$ cat src/shared/ubm_defines.vh
// Constants for the channel B modem pin and multi-function output block
`ifndef UBM_DEFINES_VH
`define UBM_DEFINES_VH

// APB register byte offsets
`define UBM_OFF_MCR       12'h000
`define UBM_OFF_AFR       12'h004
`define UBM_OFF_FEATURE_CONTROL_REG      12'h008
`define UBM_OFF_EFR       12'h00c
`define UBM_OFF_MSR       12'h010
`define UBM_OFF_XMIT      12'h014
`define UBM_ADDR_W        12

// Modem control register fields
`define UBM_MCR_DTR       0
`define UBM_MCR_RTS       1
`define UBM_MCR_OP2       3
`define UBM_MCR_W         8
`define UBM_MCR_RST       8'h00

// Alternate function register select field, bits 2:1
`define UBM_AFR_SEL_HI    2
`define UBM_AFR_SEL_LO    1
`define UBM_AFR_W         8
`define UBM_AFR_RST       8'h00
`define UBM_MF_USER       2'h0
`define UBM_MF_BAUD       2'h1
`define UBM_MF_RXRDY      2'h2

// Feature control register: bit 3 enables half-duplex direction control
`define UBM_FEATURE_CONTROL_REG_DIR      3
`define UBM_FEATURE_CONTROL_REG_W        8
`define UBM_FEATURE_CONTROL_REG_RST      8'h00

// Enhanced feature register: bit 6 auto request-to-send, bit 7 auto clear-to-send
`define UBM_EFR_ARTS      6
`define UBM_EFR_ACTS      7
`define UBM_EFR_W         8
`define UBM_EFR_RST       8'h00

// Modem status register: synchronised active-high views of the four status inputs
`define UBM_MSR_CTS       4
`define UBM_MSR_DSR       5
`define UBM_MSR_RI        6
`define UBM_MSR_CD        7

// Transmit status register bits (read only)
`define UBM_XS_BUSY       0
`define UBM_XS_GATE       1
`define UBM_XS_DIR        2

// Synchroniser width, one lane per pin
`define UBM_SYNC_W        5

// Synchroniser lanes, in the order the pins are packed
`define UBM_LANE_BAUD 0
`define UBM_LANE_CTS 1
`define UBM_LANE_DSR 2
`define UBM_LANE_CD 3
`define UBM_LANE_RI 4

`endif

$ cat src/hdl/ubm_modem_pins.v
// Channel B modem control pins, status inputs and multi-function output
`timescale 1ns/1ps
`default_nettype none
`include "ubm_defines.vh"

// Functional notes
// RULE_01: send request low-active, software output otherwise
// RULE_02: software asserts send request before auto mode
// RULE_03: direction control drives send request pin
// RULE_04: send clear low-active, gates auto transmit
// RULE_05: terminal ready low-active, software set
// RULE_06: set-ready, carrier, ring readable low-active inputs
// RULE_07: two-bit select picks one output function
// RULE_08: user function: pin low when bit3 set
// RULE_09: modem control bit3 clears on reset
// RULE_10: baud function outputs 16x baud clock
// RULE_11: receive-ready function outputs low-active ready
// RULE_12: direction mode: high receive, low transmit
// RULE_13: receive after last stop bit, transmit on load
// RULE_14: select codes 0 user, 1 baud, 2 ready
// RULE_15: status inputs synchronised before software reads
module ubm_modem_pins (
    input wire clk,                           // 20 MHz system clock
    input wire resetn,                        // Asynchronous reset, active low
    input wire ce,                            // Clock enable, freezes state when low
    input wire psel,                          // APB select
    input wire penable,                       // APB enable
    input wire pwrite,                        // APB direction, high for write
    input wire [11:0] paddr,                  // APB byte address
    input wire [31:0] pwdata,                 // APB write data
    output wire pready,                       // APB ready
    output reg [31:0] prdata,                 // APB read data
    output wire pslverr,                      // APB error on unmapped address
    input wire baud_clk_16x,                  // 16x baud clock from the baud generator
    input wire rx_ready,                      // Receive data ready, active high, same clock
    input wire tx_load,                       // Pulse: byte loaded into transmitter
    input wire tx_done,                       // Pulse: last stop bit shifted out
    input wire rx_flow_stop,                  // Auto flow logic wants sender paused
    output wire tx_gate,                      // Transmission allowed by send clear
    input wire chan_b_send_clear_n,           // Clear-to-send pin
    input wire chan_b_set_ready_n,            // Set-ready pin
    input wire chan_b_carrier_detect_n,       // Carrier-detect pin
    input wire chan_b_ring_indicator_n,       // Ring-indicator pin
    output reg chan_b_send_request_n,         // Request-to-send pin
    output reg chan_b_terminal_ready_n,       // Terminal-ready pin
    output reg chan_b_multi_function_out_n    // Multi-function pin
);

    reg [7:0] modem_control_reg;
    reg [7:0] alternate_function_reg;
    reg [7:0] feature_control_reg;
    reg [7:0] enhanced_feature_reg;
    reg tx_busy_reg;
    reg baud_pin_reg;
    wire [4:0] pins_async;
    wire [4:0] pins_sync;
    wire wr_en;
    wire rd_en;
    wire addr_ok;
    wire [1:0] mf_sel;
    wire dir_mode;
    wire auto_rts;
    wire auto_cts;
    wire cts_sync_n;
    wire set_ready_sync_n;
    wire carrier_sync_n;
    wire ring_sync_n;
    wire baud_sync;
    wire hit_mcr;
    wire hit_afr;
    wire hit_feature_control_reg;
    wire hit_efr;
    wire hit_msr;
    wire hit_xmit;
    wire bus_access;
    wire wr_mcr;
    wire wr_afr;
    wire wr_feature_control_reg;
    wire wr_efr;
    reg send_request_next;
    reg mf_next;
    reg [31:0] rd_next;

    // Pins come from outside the clock domain
    assign pins_async = {chan_b_ring_indicator_n, chan_b_carrier_detect_n, chan_b_set_ready_n,
                         chan_b_send_clear_n, baud_clk_16x};

    // RULE_15: synchronise status inputs
    ubm_sync #(
        .W(`UBM_SYNC_W)
    ) u_sync (
        .clk(clk),
        .resetn(resetn),
        .ce(ce),
        .d_in(pins_async),
        .q_out(pins_sync)
    );

    // Named views of the synchroniser lanes; only the second stage is read
    assign baud_sync = pins_sync[`UBM_LANE_BAUD];
    assign cts_sync_n = pins_sync[`UBM_LANE_CTS];
    assign set_ready_sync_n = pins_sync[`UBM_LANE_DSR];
    assign carrier_sync_n = pins_sync[`UBM_LANE_CD];
    assign ring_sync_n = pins_sync[`UBM_LANE_RI];

    // Register selects, shared by write and error decode; the read multiplexer decodes paddr itself
    assign hit_mcr = (paddr == `UBM_OFF_MCR);
    assign hit_afr = (paddr == `UBM_OFF_AFR);
    assign hit_feature_control_reg = (paddr == `UBM_OFF_FEATURE_CONTROL_REG);
    assign hit_efr = (paddr == `UBM_OFF_EFR);
    assign hit_msr = (paddr == `UBM_OFF_MSR);
    assign hit_xmit = (paddr == `UBM_OFF_XMIT);

    // APB decode; the slave always answers in the access cycle
    assign addr_ok = hit_mcr | hit_afr | hit_feature_control_reg | hit_efr | hit_msr | hit_xmit;
    assign bus_access = psel & penable;
    assign pready = 1'b1;
    assign pslverr = bus_access & ~addr_ok;
    assign wr_en = bus_access & pwrite & ce;
    // Capturing in setup keeps prdata a flop output yet valid at the access edge
    assign rd_en = psel & ~penable & ~pwrite & ce;

    // Per-register write strobes
    assign wr_mcr = wr_en & hit_mcr;
    assign wr_afr = wr_en & hit_afr;
    assign wr_feature_control_reg = wr_en & hit_feature_control_reg;
    assign wr_efr = wr_en & hit_efr;

    assign mf_sel = alternate_function_reg[`UBM_AFR_SEL_HI:`UBM_AFR_SEL_LO];
    assign dir_mode = feature_control_reg[`UBM_FEATURE_CONTROL_REG_DIR];
    assign auto_rts = enhanced_feature_reg[`UBM_EFR_ARTS];
    assign auto_cts = enhanced_feature_reg[`UBM_EFR_ACTS];

    // Modem control register; the pins read it directly
    always @(posedge clk or negedge resetn) begin
        if (!resetn) begin
            // RULE_09: bit3 clears on reset
            modem_control_reg <= `UBM_MCR_RST;
        end else if (wr_mcr) begin
            modem_control_reg <= pwdata[`UBM_MCR_W-1:0];
        end
    end

    // Alternate function register, holds the pin select
    always @(posedge clk or negedge resetn) begin
        if (!resetn) begin
            alternate_function_reg <= `UBM_AFR_RST;
        end else if (wr_afr) begin
            alternate_function_reg <= pwdata[`UBM_AFR_W-1:0];
        end
    end

    // Feature control register, holds the direction mode enable
    always @(posedge clk or negedge resetn) begin
        if (!resetn) begin
            feature_control_reg <= `UBM_FEATURE_CONTROL_REG_RST;
        end else if (wr_feature_control_reg) begin
            feature_control_reg <= pwdata[`UBM_FEATURE_CONTROL_REG_W-1:0];
        end
    end

    // Enhanced feature register; bits above the byte are ignored
    always @(posedge clk or negedge resetn) begin
        if (!resetn) begin
            enhanced_feature_reg <= `UBM_EFR_RST;
        end else if (wr_efr) begin
            enhanced_feature_reg <= pwdata[`UBM_EFR_W-1:0];
        end
    end

    // Transmitter activity for direction control; a load in the done cycle wins
    // A character cut short without a done pulse keeps the line in transmit
    always @(posedge clk or negedge resetn) begin
        if (!resetn) begin
            tx_busy_reg <= 1'b0;
        end else if (ce) begin
            // RULE_13: switch on load and last stop bit
            if (tx_load) begin
                tx_busy_reg <= 1'b1;
            end else if (tx_done) begin
                tx_busy_reg <= 1'b0;
            end
        end
    end

    // The gate sees the pin two cycles late; a character in flight still finishes
    // RULE_04: auto mode gates transmit on send clear
    assign tx_gate = ~auto_cts | ~cts_sync_n;

    // Send request source, direction mode taking priority over auto flow
    // Software cannot override the pin while direction mode is on
    always @* begin
        if (dir_mode) begin
            // RULE_03: pin becomes transceiver direction
            // RULE_12: high receive, low transmit
            send_request_next = ~tx_busy_reg;
        end else if (auto_rts) begin
            // RULE_02: software has asserted the bit first
            send_request_next = ~modem_control_reg[`UBM_MCR_RTS] | rx_flow_stop;
        end else begin
            // RULE_01: plain software output
            send_request_next = ~modem_control_reg[`UBM_MCR_RTS];
        end
    end

    // Multi-function pin selection
    always @* begin
        // RULE_07: one function per select code
        // RULE_14: fixed select encoding
        case (mf_sel)
            `UBM_MF_USER: begin
                // RULE_08: low while bit3 is one
                mf_next = ~modem_control_reg[`UBM_MCR_OP2];
            end
            `UBM_MF_BAUD: begin
                // RULE_10: 16x baud clock
                mf_next = baud_pin_reg;
            end
            `UBM_MF_RXRDY: begin
                // RULE_11: ready shown active low
                mf_next = ~rx_ready;
            end
            default: begin
                // Spare code parks the pin at its inactive level
                mf_next = 1'b1;
            end
        endcase
    end

    // Extra stage on the baud lane; the pin lags the generator by four cycles
    always @(posedge clk or negedge resetn) begin
        if (!resetn) begin
            baud_pin_reg <= 1'b1;
        end else if (ce) begin
            baud_pin_reg <= baud_sync;
        end
    end

    // Send request pin is registered so a mode change never glitches it
    always @(posedge clk or negedge resetn) begin
        if (!resetn) begin
            chan_b_send_request_n <= 1'b1;
        end else if (ce) begin
            chan_b_send_request_n <= send_request_next;
        end
    end

    // Terminal ready pin follows its software bit one cycle after a write
    always @(posedge clk or negedge resetn) begin
        if (!resetn) begin
            chan_b_terminal_ready_n <= 1'b1;
        end else if (ce) begin
            // RULE_05: terminal ready from software bit
            chan_b_terminal_ready_n <= ~modem_control_reg[`UBM_MCR_DTR];
        end
    end

    // Multi-function pin is registered so a select change never glitches it
    always @(posedge clk or negedge resetn) begin
        if (!resetn) begin
            chan_b_multi_function_out_n <= 1'b1;
        end else if (ce) begin
            chan_b_multi_function_out_n <= mf_next;
        end
    end

    // Read multiplexer; unmapped addresses read zero
    always @* begin
        rd_next = 32'h0000_0000;
        case (paddr)
            `UBM_OFF_MCR: rd_next[`UBM_MCR_W-1:0] = modem_control_reg;
            `UBM_OFF_AFR: rd_next[`UBM_AFR_W-1:0] = alternate_function_reg;
            `UBM_OFF_FEATURE_CONTROL_REG: rd_next[`UBM_FEATURE_CONTROL_REG_W-1:0] = feature_control_reg;
            `UBM_OFF_EFR: rd_next[`UBM_EFR_W-1:0] = enhanced_feature_reg;
            `UBM_OFF_MSR: begin
                // Only synchronised copies are shown, never a raw pin
                // RULE_06: status inputs readable, shown active high
                rd_next[`UBM_MSR_CTS] = ~cts_sync_n;
                rd_next[`UBM_MSR_DSR] = ~set_ready_sync_n;
                rd_next[`UBM_MSR_CD] = ~carrier_sync_n;
                rd_next[`UBM_MSR_RI] = ~ring_sync_n;
            end
            `UBM_OFF_XMIT: begin
                rd_next[`UBM_XS_BUSY] = tx_busy_reg;
                rd_next[`UBM_XS_GATE] = tx_gate;
                rd_next[`UBM_XS_DIR] = chan_b_send_request_n;
            end
            default: ;
        endcase
    end

    // Read data registered at the setup edge, so it stands when pready is sampled
    // Unmapped reads load zero, so stale data never leaks out
    always @(posedge clk or negedge resetn) begin
        if (!resetn) begin
            prdata <= 32'h0000_0000;
        end else if (rd_en) begin
            prdata <= rd_next;
        end
    end

endmodule

`default_nettype wire

$ cat src/hdl/ubm_sync.v
// Two flip-flop synchroniser for a bank of pin inputs
`timescale 1ns/1ps
`default_nettype none

module ubm_sync #(
    parameter W = 5
) (
    input wire clk,            // System clock
    input wire resetn,         // Asynchronous reset, active low
    input wire ce,             // Clock enable
    input wire [W-1:0] d_in,   // Asynchronous pin levels
    output wire [W-1:0] q_out  // Synchronised levels
);

    genvar gi;

    // One two-stage chain per bit; stage one feeds only stage two
    generate
        for (gi = 0; gi < W; gi = gi + 1) begin : g_bit
            reg s1_reg;
            reg s2_reg;
            always @(posedge clk or negedge resetn) begin
                if (!resetn) begin
                    s1_reg <= 1'b1;
                    s2_reg <= 1'b1;
                end else if (ce) begin
                    s1_reg <= d_in[gi];
                    s2_reg <= s1_reg;
                end
            end
            assign q_out[gi] = s2_reg;
        end
    endgenerate

endmodule

`default_nettype wire

$ cat config.mk
export PLATFORM = sky130hd
export DESIGN_NAME = ubm_modem_pins
export DESIGN_NICKNAME = d
export VERILOG_FILES = /design/src/hdl/ubm_modem_pins.v /design/src/hdl/ubm_sync.v
export VERILOG_INCLUDE_DIRS = /design/src /design/src/shared
export SDC_FILE = /design/constraint.sdc
export NUM_CORES = 1
export LEC_CHECK = 0
export BUFFER_PORTS_ARGS = -buffer_cell sky130_fd_sc_hd__buf_2
export CAP_MARGIN = 20
export CORE_MARGIN = 3
export CORE_UTILIZATION = 54
export DETAILED_ROUTE_END_ITERATION = 8
export GPL_TIMING_DRIVEN = 0
export PLACE_DENSITY = 0.86
export SLEW_MARGIN = 25
export SYNTH_ARGS = -nofsm -noshare
export SYNTH_HDL_FRONTEND = slang
export SYNTH_SLANG_ARGS = --single-unit
$ cat constraint.sdc
create_clock -name clk -period 3.8 [get_ports clk]
set_input_delay 0.76 -clock clk [delete_from_list [all_inputs] [get_ports clk]]
set_output_delay 0.76 -clock clk [all_outputs]
set_load 0.05 [all_outputs]
* Yosys cells after proc, flatten, opt, wreduce, memory -nomap -nowiden *
Index checks and enable logic that the tools add are counted.

storage, ports and cells
  bits in registers = 55
  input port bits = 59
  word-level logic and storage cells = 70
  output and inout port bits = 38

operators by class
  reductions and logical operators = 4
  mux-type cells = 8
  equality and inequality tests = 7
  bitwise logic cells = 31

operator list
  operator                                                           count
  12-bit by 4-bit == test with 1-bit output (second input constant)  2
  12-bit by 5-bit == test with 1-bit output (second input constant)  2
  4-bit case mux with 5 select lines                                 1
  3-bit case mux with 5 select lines                                 1
  1-bit NOT                                                          13
  12-bit by 3-bit == test with 1-bit output (second input constant)  1
  12-bit zero test                                                   1
  1-bit AND                                                          11
  1-bit bitwise OR                                                   7
  1-bit 2-to-1 mux                                                   4
  1-bit case mux with 4 select lines                                 1
  1-bit case mux with 3 select lines                                 1
  2-bit by 1-bit == test with 1-bit output (second input constant)   1
  2-bit == test (second input constant)                              1
  2-bit zero test                                                    1
  2-bit AND reduction                                                1
  2-bit nonzero test                                                 1

* Longest topological paths before layout *
  depth in word-level cells = 8
  gate-level depth with buffers = 6
  depth with buffers taken out = 4

* Modules after synthesis *
Synthesis repeated with hierarchy kept, for this count alone.

second synthesis, totals
  cell total of the unflattened synthesis = 207
  area, all modules = 2831.5 µm²

modules (own cells, without submodules)
  module          times used  area an instance (µm²)  cells an instance  seq. area each (µm²)
  ubm_modem_pins  1           2369.8                  181                1131.1
  ubm_sync        1           461.7                   26                 262.8

* Least setup slack after synthesis *
Ideal clock, no wire load.

  kind = input -> output
  from = in paddr[4]
  to = out pslverr
  arrival time = 2.067 ns
  cell stages on the path = 4
  buffers on the path = 2
  required time = 3.040 ns
  path slack = 0.973 ns
  path through = clkbuf_1 > buf_2 > a21oi_1 > nor2_1

between the ends
  longest elaborated chain between the ends = 8
  elaborated cells on any way between the ends = 13
  classes of those cells = eq/ne (5); bitwise (7); reduce/logical (1)

ends and longest elaborated chain
  what                                                                                  RTL line              source
  start, declared                                                                       ubm_modem_pins.v:29   input wire [11:0] paddr,
  12-bit by 3-bit == test with 1-bit output / 12-bit zero test (equally long branches)  -
  1-bit bitwise OR (4 in series)                                                        ubm_modem_pins.v:115  assign addr_ok = hit_mcr | hit_afr | hit_feature_control_reg | hit_efr | hit_msr | hit_xmit;
  1-bit bitwise OR *                                                                    ubm_modem_pins.v:115
  1-bit NOT *                                                                           ubm_modem_pins.v:118  assign pslverr = bus_access & ~addr_ok;
  1-bit AND *                                                                           ubm_modem_pins.v:118
  end, declared                                                                         ubm_modem_pins.v:33   output wire pslverr,

Mark *: on every way between the ends. The rest lies on a longest branch, timed or not.

* Worst setup path in the final report *
Same ends and word-level chain as after synthesis.

==> results.sh <==
export IMPL_final_cells=364
export IMPL_post_cts_buffers=0
export IMPL_gr_total_overflow=0
export IMPL_r2r_setup_slack_ps=2500
export IMPL_min_period_over_period_pct=75.4
export IMPL_diodes=0
export IMPL_power_leakage_nw=1.63
export IMPL_cts_sinks=55
export IMPL_power_frac_comb_pct=15.5
export IMPL_drive_above_1_share_pct=50.8
export IMPL_gp_congestion=0.843
export IMPL_start_kind="input port"
export IMPL_drtIter0Drc=127
export IMPL_whs_ps=468
export IMPL_drc=0
export IMPL_dp_hpwl_mm=4.27
export IMPL_ir_drop_uv=232
export IMPL_final_hold_violation_count=0
export IMPL_seq_power_share_pct=56.6
export IMPL_hold_depth=2
export IMPL_detail_route_antenna_nets=0
export IMPL_post_drt_wl_per_cell_um=15.7
export IMPL_area_delta_synth_final_pct=17.5
export IMPL_setup_slack_ps=937
export IMPL_via_per_inst=5.27
export IMPL_synth_cell_area_sq_um=2770
export IMPL_drt_total_wl_mm=5.73
export IMPL_rsz0062_at_grt="no"
export IMPL_grt_util_all_layers_pct=20.0
export IMPL_vias=1919
export IMPL_swShare_pct=27.7
export IMPL_nFillCells=374
export IMPL_clockBufferDepth=2
export IMPL_clkLatencyLatePin_ps=310
export IMPL_core_area_sq_um=4850
export IMPL_grt_max_degree=56
export IMPL_numCtsBuffers=5
export IMPL_setup_viol=0
export IMPL_cts_hold_buffers=0
export IMPL_fin_crit_ps=2860
export IMPL_final_util_pct=67.0
export IMPL_layout_nets=355
export IMPL_first_pass_iters=4
export IMPL_setup_tns_ps=0
export IMPL_start_util_pct=57.0
export IMPL_max_stage_delay_ps=440
export IMPL_critPathSlowestCell="clkbuf_1"
export IMPL_path_cells="buf_2 -> clkbuf_1 -> buf_2 -> a21oi_1 -> nor2_1 -> buf_2"
export IMPL_grt_antenna_before_repair=0
export IMPL_slew_violations=0
export IMPL_ys_ff_latch=55
export IMPL_rr_worst_depth=4
export IMPL_power_share_clock_pct=28.0
export IMPL_yosys_most_used_dff="dfrtp_1"
export IMPL_clock_skew_ps=7.61
export IMPL_htree_num_levels=2
export IMPL_power_density_nw_per_um2=341
export IMPL_reg2reg_to="prdata[7]$_DFFE_PN0P_"
export IMPL_ios=97
export IMPL_die_h_um=77.6
export IMPL_required_ps=3040
export IMPL_rows=25
export IMPL_tritoncts="done"
export IMPL_timing_slew_headroom_pct=54.5
export IMPL_p_sw_uw=307
export IMPL_status="finished, final reports clean"
export IMPL_port_buffers=46
export IMPL_max_freq_mhz=349
export IMPL_synth_yosys_seq_area_share_pct=50.4
export IMPL_die_area_sq_um=6020
export IMPL_clock_root_buffer="clkbuf_8"
export IMPL_clk_pin_slew_worst_paths_ps=90
export IMPL_ys_warn_count=0
export IMPL_synth_cell_type_count=38
export IMPL_hold_start="chan_b_terminal_ready_n$_DFFE_PN1P_"
export IMPL_crit_type="in2out"
export IMPL_grt_pass1_vias=1873
export IMPL_syn_inst=220
export IMPL_path_max_fanout=10
export IMPL_syn_avg_cell_area_sq_um=12.6
export IMPL_dp_slack_ps=948
export IMPL_synth_edf_count=0
export IMPL_hold_class="reg2reg"
export IMPL_whs_endpoint="chan_b_terminal_ready_n$_DFFE_PN1P_"
export IMPL_endpoint_kind="output port"
export IMPL_cpMostUsedCell="buf_2"
export IMPL_drv_cap=0
export IMPL_worst_pin_slew_ps=682
export IMPL_die_w_um=77.6
export IMPL_intPower_uw=801
export IMPL_cts_resized=0
export IMPL_async_reset_ff_share_pct=100
export IMPL_r2r_start="enhanced_feature_reg[7]$_DFFE_PN0P_"
export IMPL_grt_pass1_wl_mm=9.32
export IMPL_dpl_cell_count=356
export IMPL_cp_data_arrival_time_ps=2100
[worst max-delay path by stage]
stage / startpoint / to / slack [ps] / cells past startpoint
after floorplan: paddr[4] / pslverr / 970 / 4
after global placement: paddr[4] / pslverr / 990 / 6
after detailed placement: paddr[4] / pslverr / 950 / 6
after CTS: paddr[4] / pslverr / 950 / 6
after global routing: paddr[4] / pslverr / 780 / 6
final: paddr[4] / pslverr / 940 / 6
[layer usage]
metal / part of all wire (%) / global-route usage, %
met4: 1.6 / 6.76
met3: 8.4 / 5.10
met5: 0 / 0
met1: 43 / 26.6
met2: 47 / 32.1
[synthesized netlist by cell type (4+ instances only)]
| cell type | number | area share [%] |
|---|---|---|
| buf_4 | 26 | 7.1 |
| buf_2 | 4 | 0.72 |
| dfstp_2 | 14 | 13 |
| inv_1 | 4 | 0.54 |
| mux2_2 | 47 | 19 |
| o21ai_0 | 8 | 1.4 |
| a22o_1 | 7 | 2.2 |
| mux2i_1 | 5 | 1.8 |
| dfrtp_1 | 41 | 37 |
| a22oi_1 | 4 | 1.1 |
| nor3b_1 | 4 | 1.1 |
| nand2_1 | 8 | 1.1 |
| nor2_1 | 5 | 0.68 |
[stage by stage]
stage / power [mW] / cell area (sq um)
after floorplan: 0.756 / 2850
after global placement: 0.803 / 3170
after detailed placement: 0.808 / 3170
after CTS: 1.12 / 3250
after global routing: 1.15 / 3250
final: 1.11 / 3250
[kinds of logic (layout without fill, tap and decap cells)]
family | after synthesis | count (layout) | share of synthesized area (%)
flops | 55 | 55 | 50.4
mux | 55 | 55 | 22.6
buf+inv | 38 | 92 | 8.87
simple gates | 37 | 37 | 9.59
compound gates | 33 | 33 | 8.28
other cells | 2 | 25 | 0.272
[area by class of cell]
type,instances,area [sq um],share of cell area [%]
Sequential cell,55,1390,42.9
Timing Repair Buffer,46,233,7.16
Inverter,4,15.0,0.462
Clock buffer,7,76.3,2.35
Multi-Input combinational cell,150,1210,37.3
Buffer,34,230,7.09
Clock inverter,1,5.00,0.154
Tap cell,67,83.8,2.58
[worst max-delay path: cells and delay by family]
kind	cells	cell delay [ps]
buffers and inverters	4	1150
and+or+nand+nor	1	110
AOI/OAI and AO/OA	1	100
[cells in the final DEF, fill, tap and decap left out, drive strengths merged]
cell type  count
nor3b          4
mux2i          5
o21ai          8
a21oi          2
a22o           7
mux2          49
a22oi          4
o2bb2ai        1
nor3           4
buf           77
a311oi         1
conb          25
nand3          3
a31oi          3
o22ai          3
dfstp         14
clkinv         1
nand4          2
inv            4
dfrtp         41
nand4bb        1
nor2           7
nor2b          3
o211ai         2
a32o           1
nor4b          1
o31ai          1
nor4           2
nand2          8
mux4           1
nand2b         1
and4           1
clkbuf        10
[power by group through the flow]
stage	registers, mW	clock network [mW]	logic, mW
6_report	0.626	0.309	0.171
2_1_floorplan	0.634	0	0.122
4_1_cts	0.626	0.320	0.171
5_1_grt	0.628	0.336	0.185
3_5_place_dp	0.637	0	0.171
3_3_place_gp	0.636	0	0.167
No activity file was read; power rests on OpenSTA's default activity.
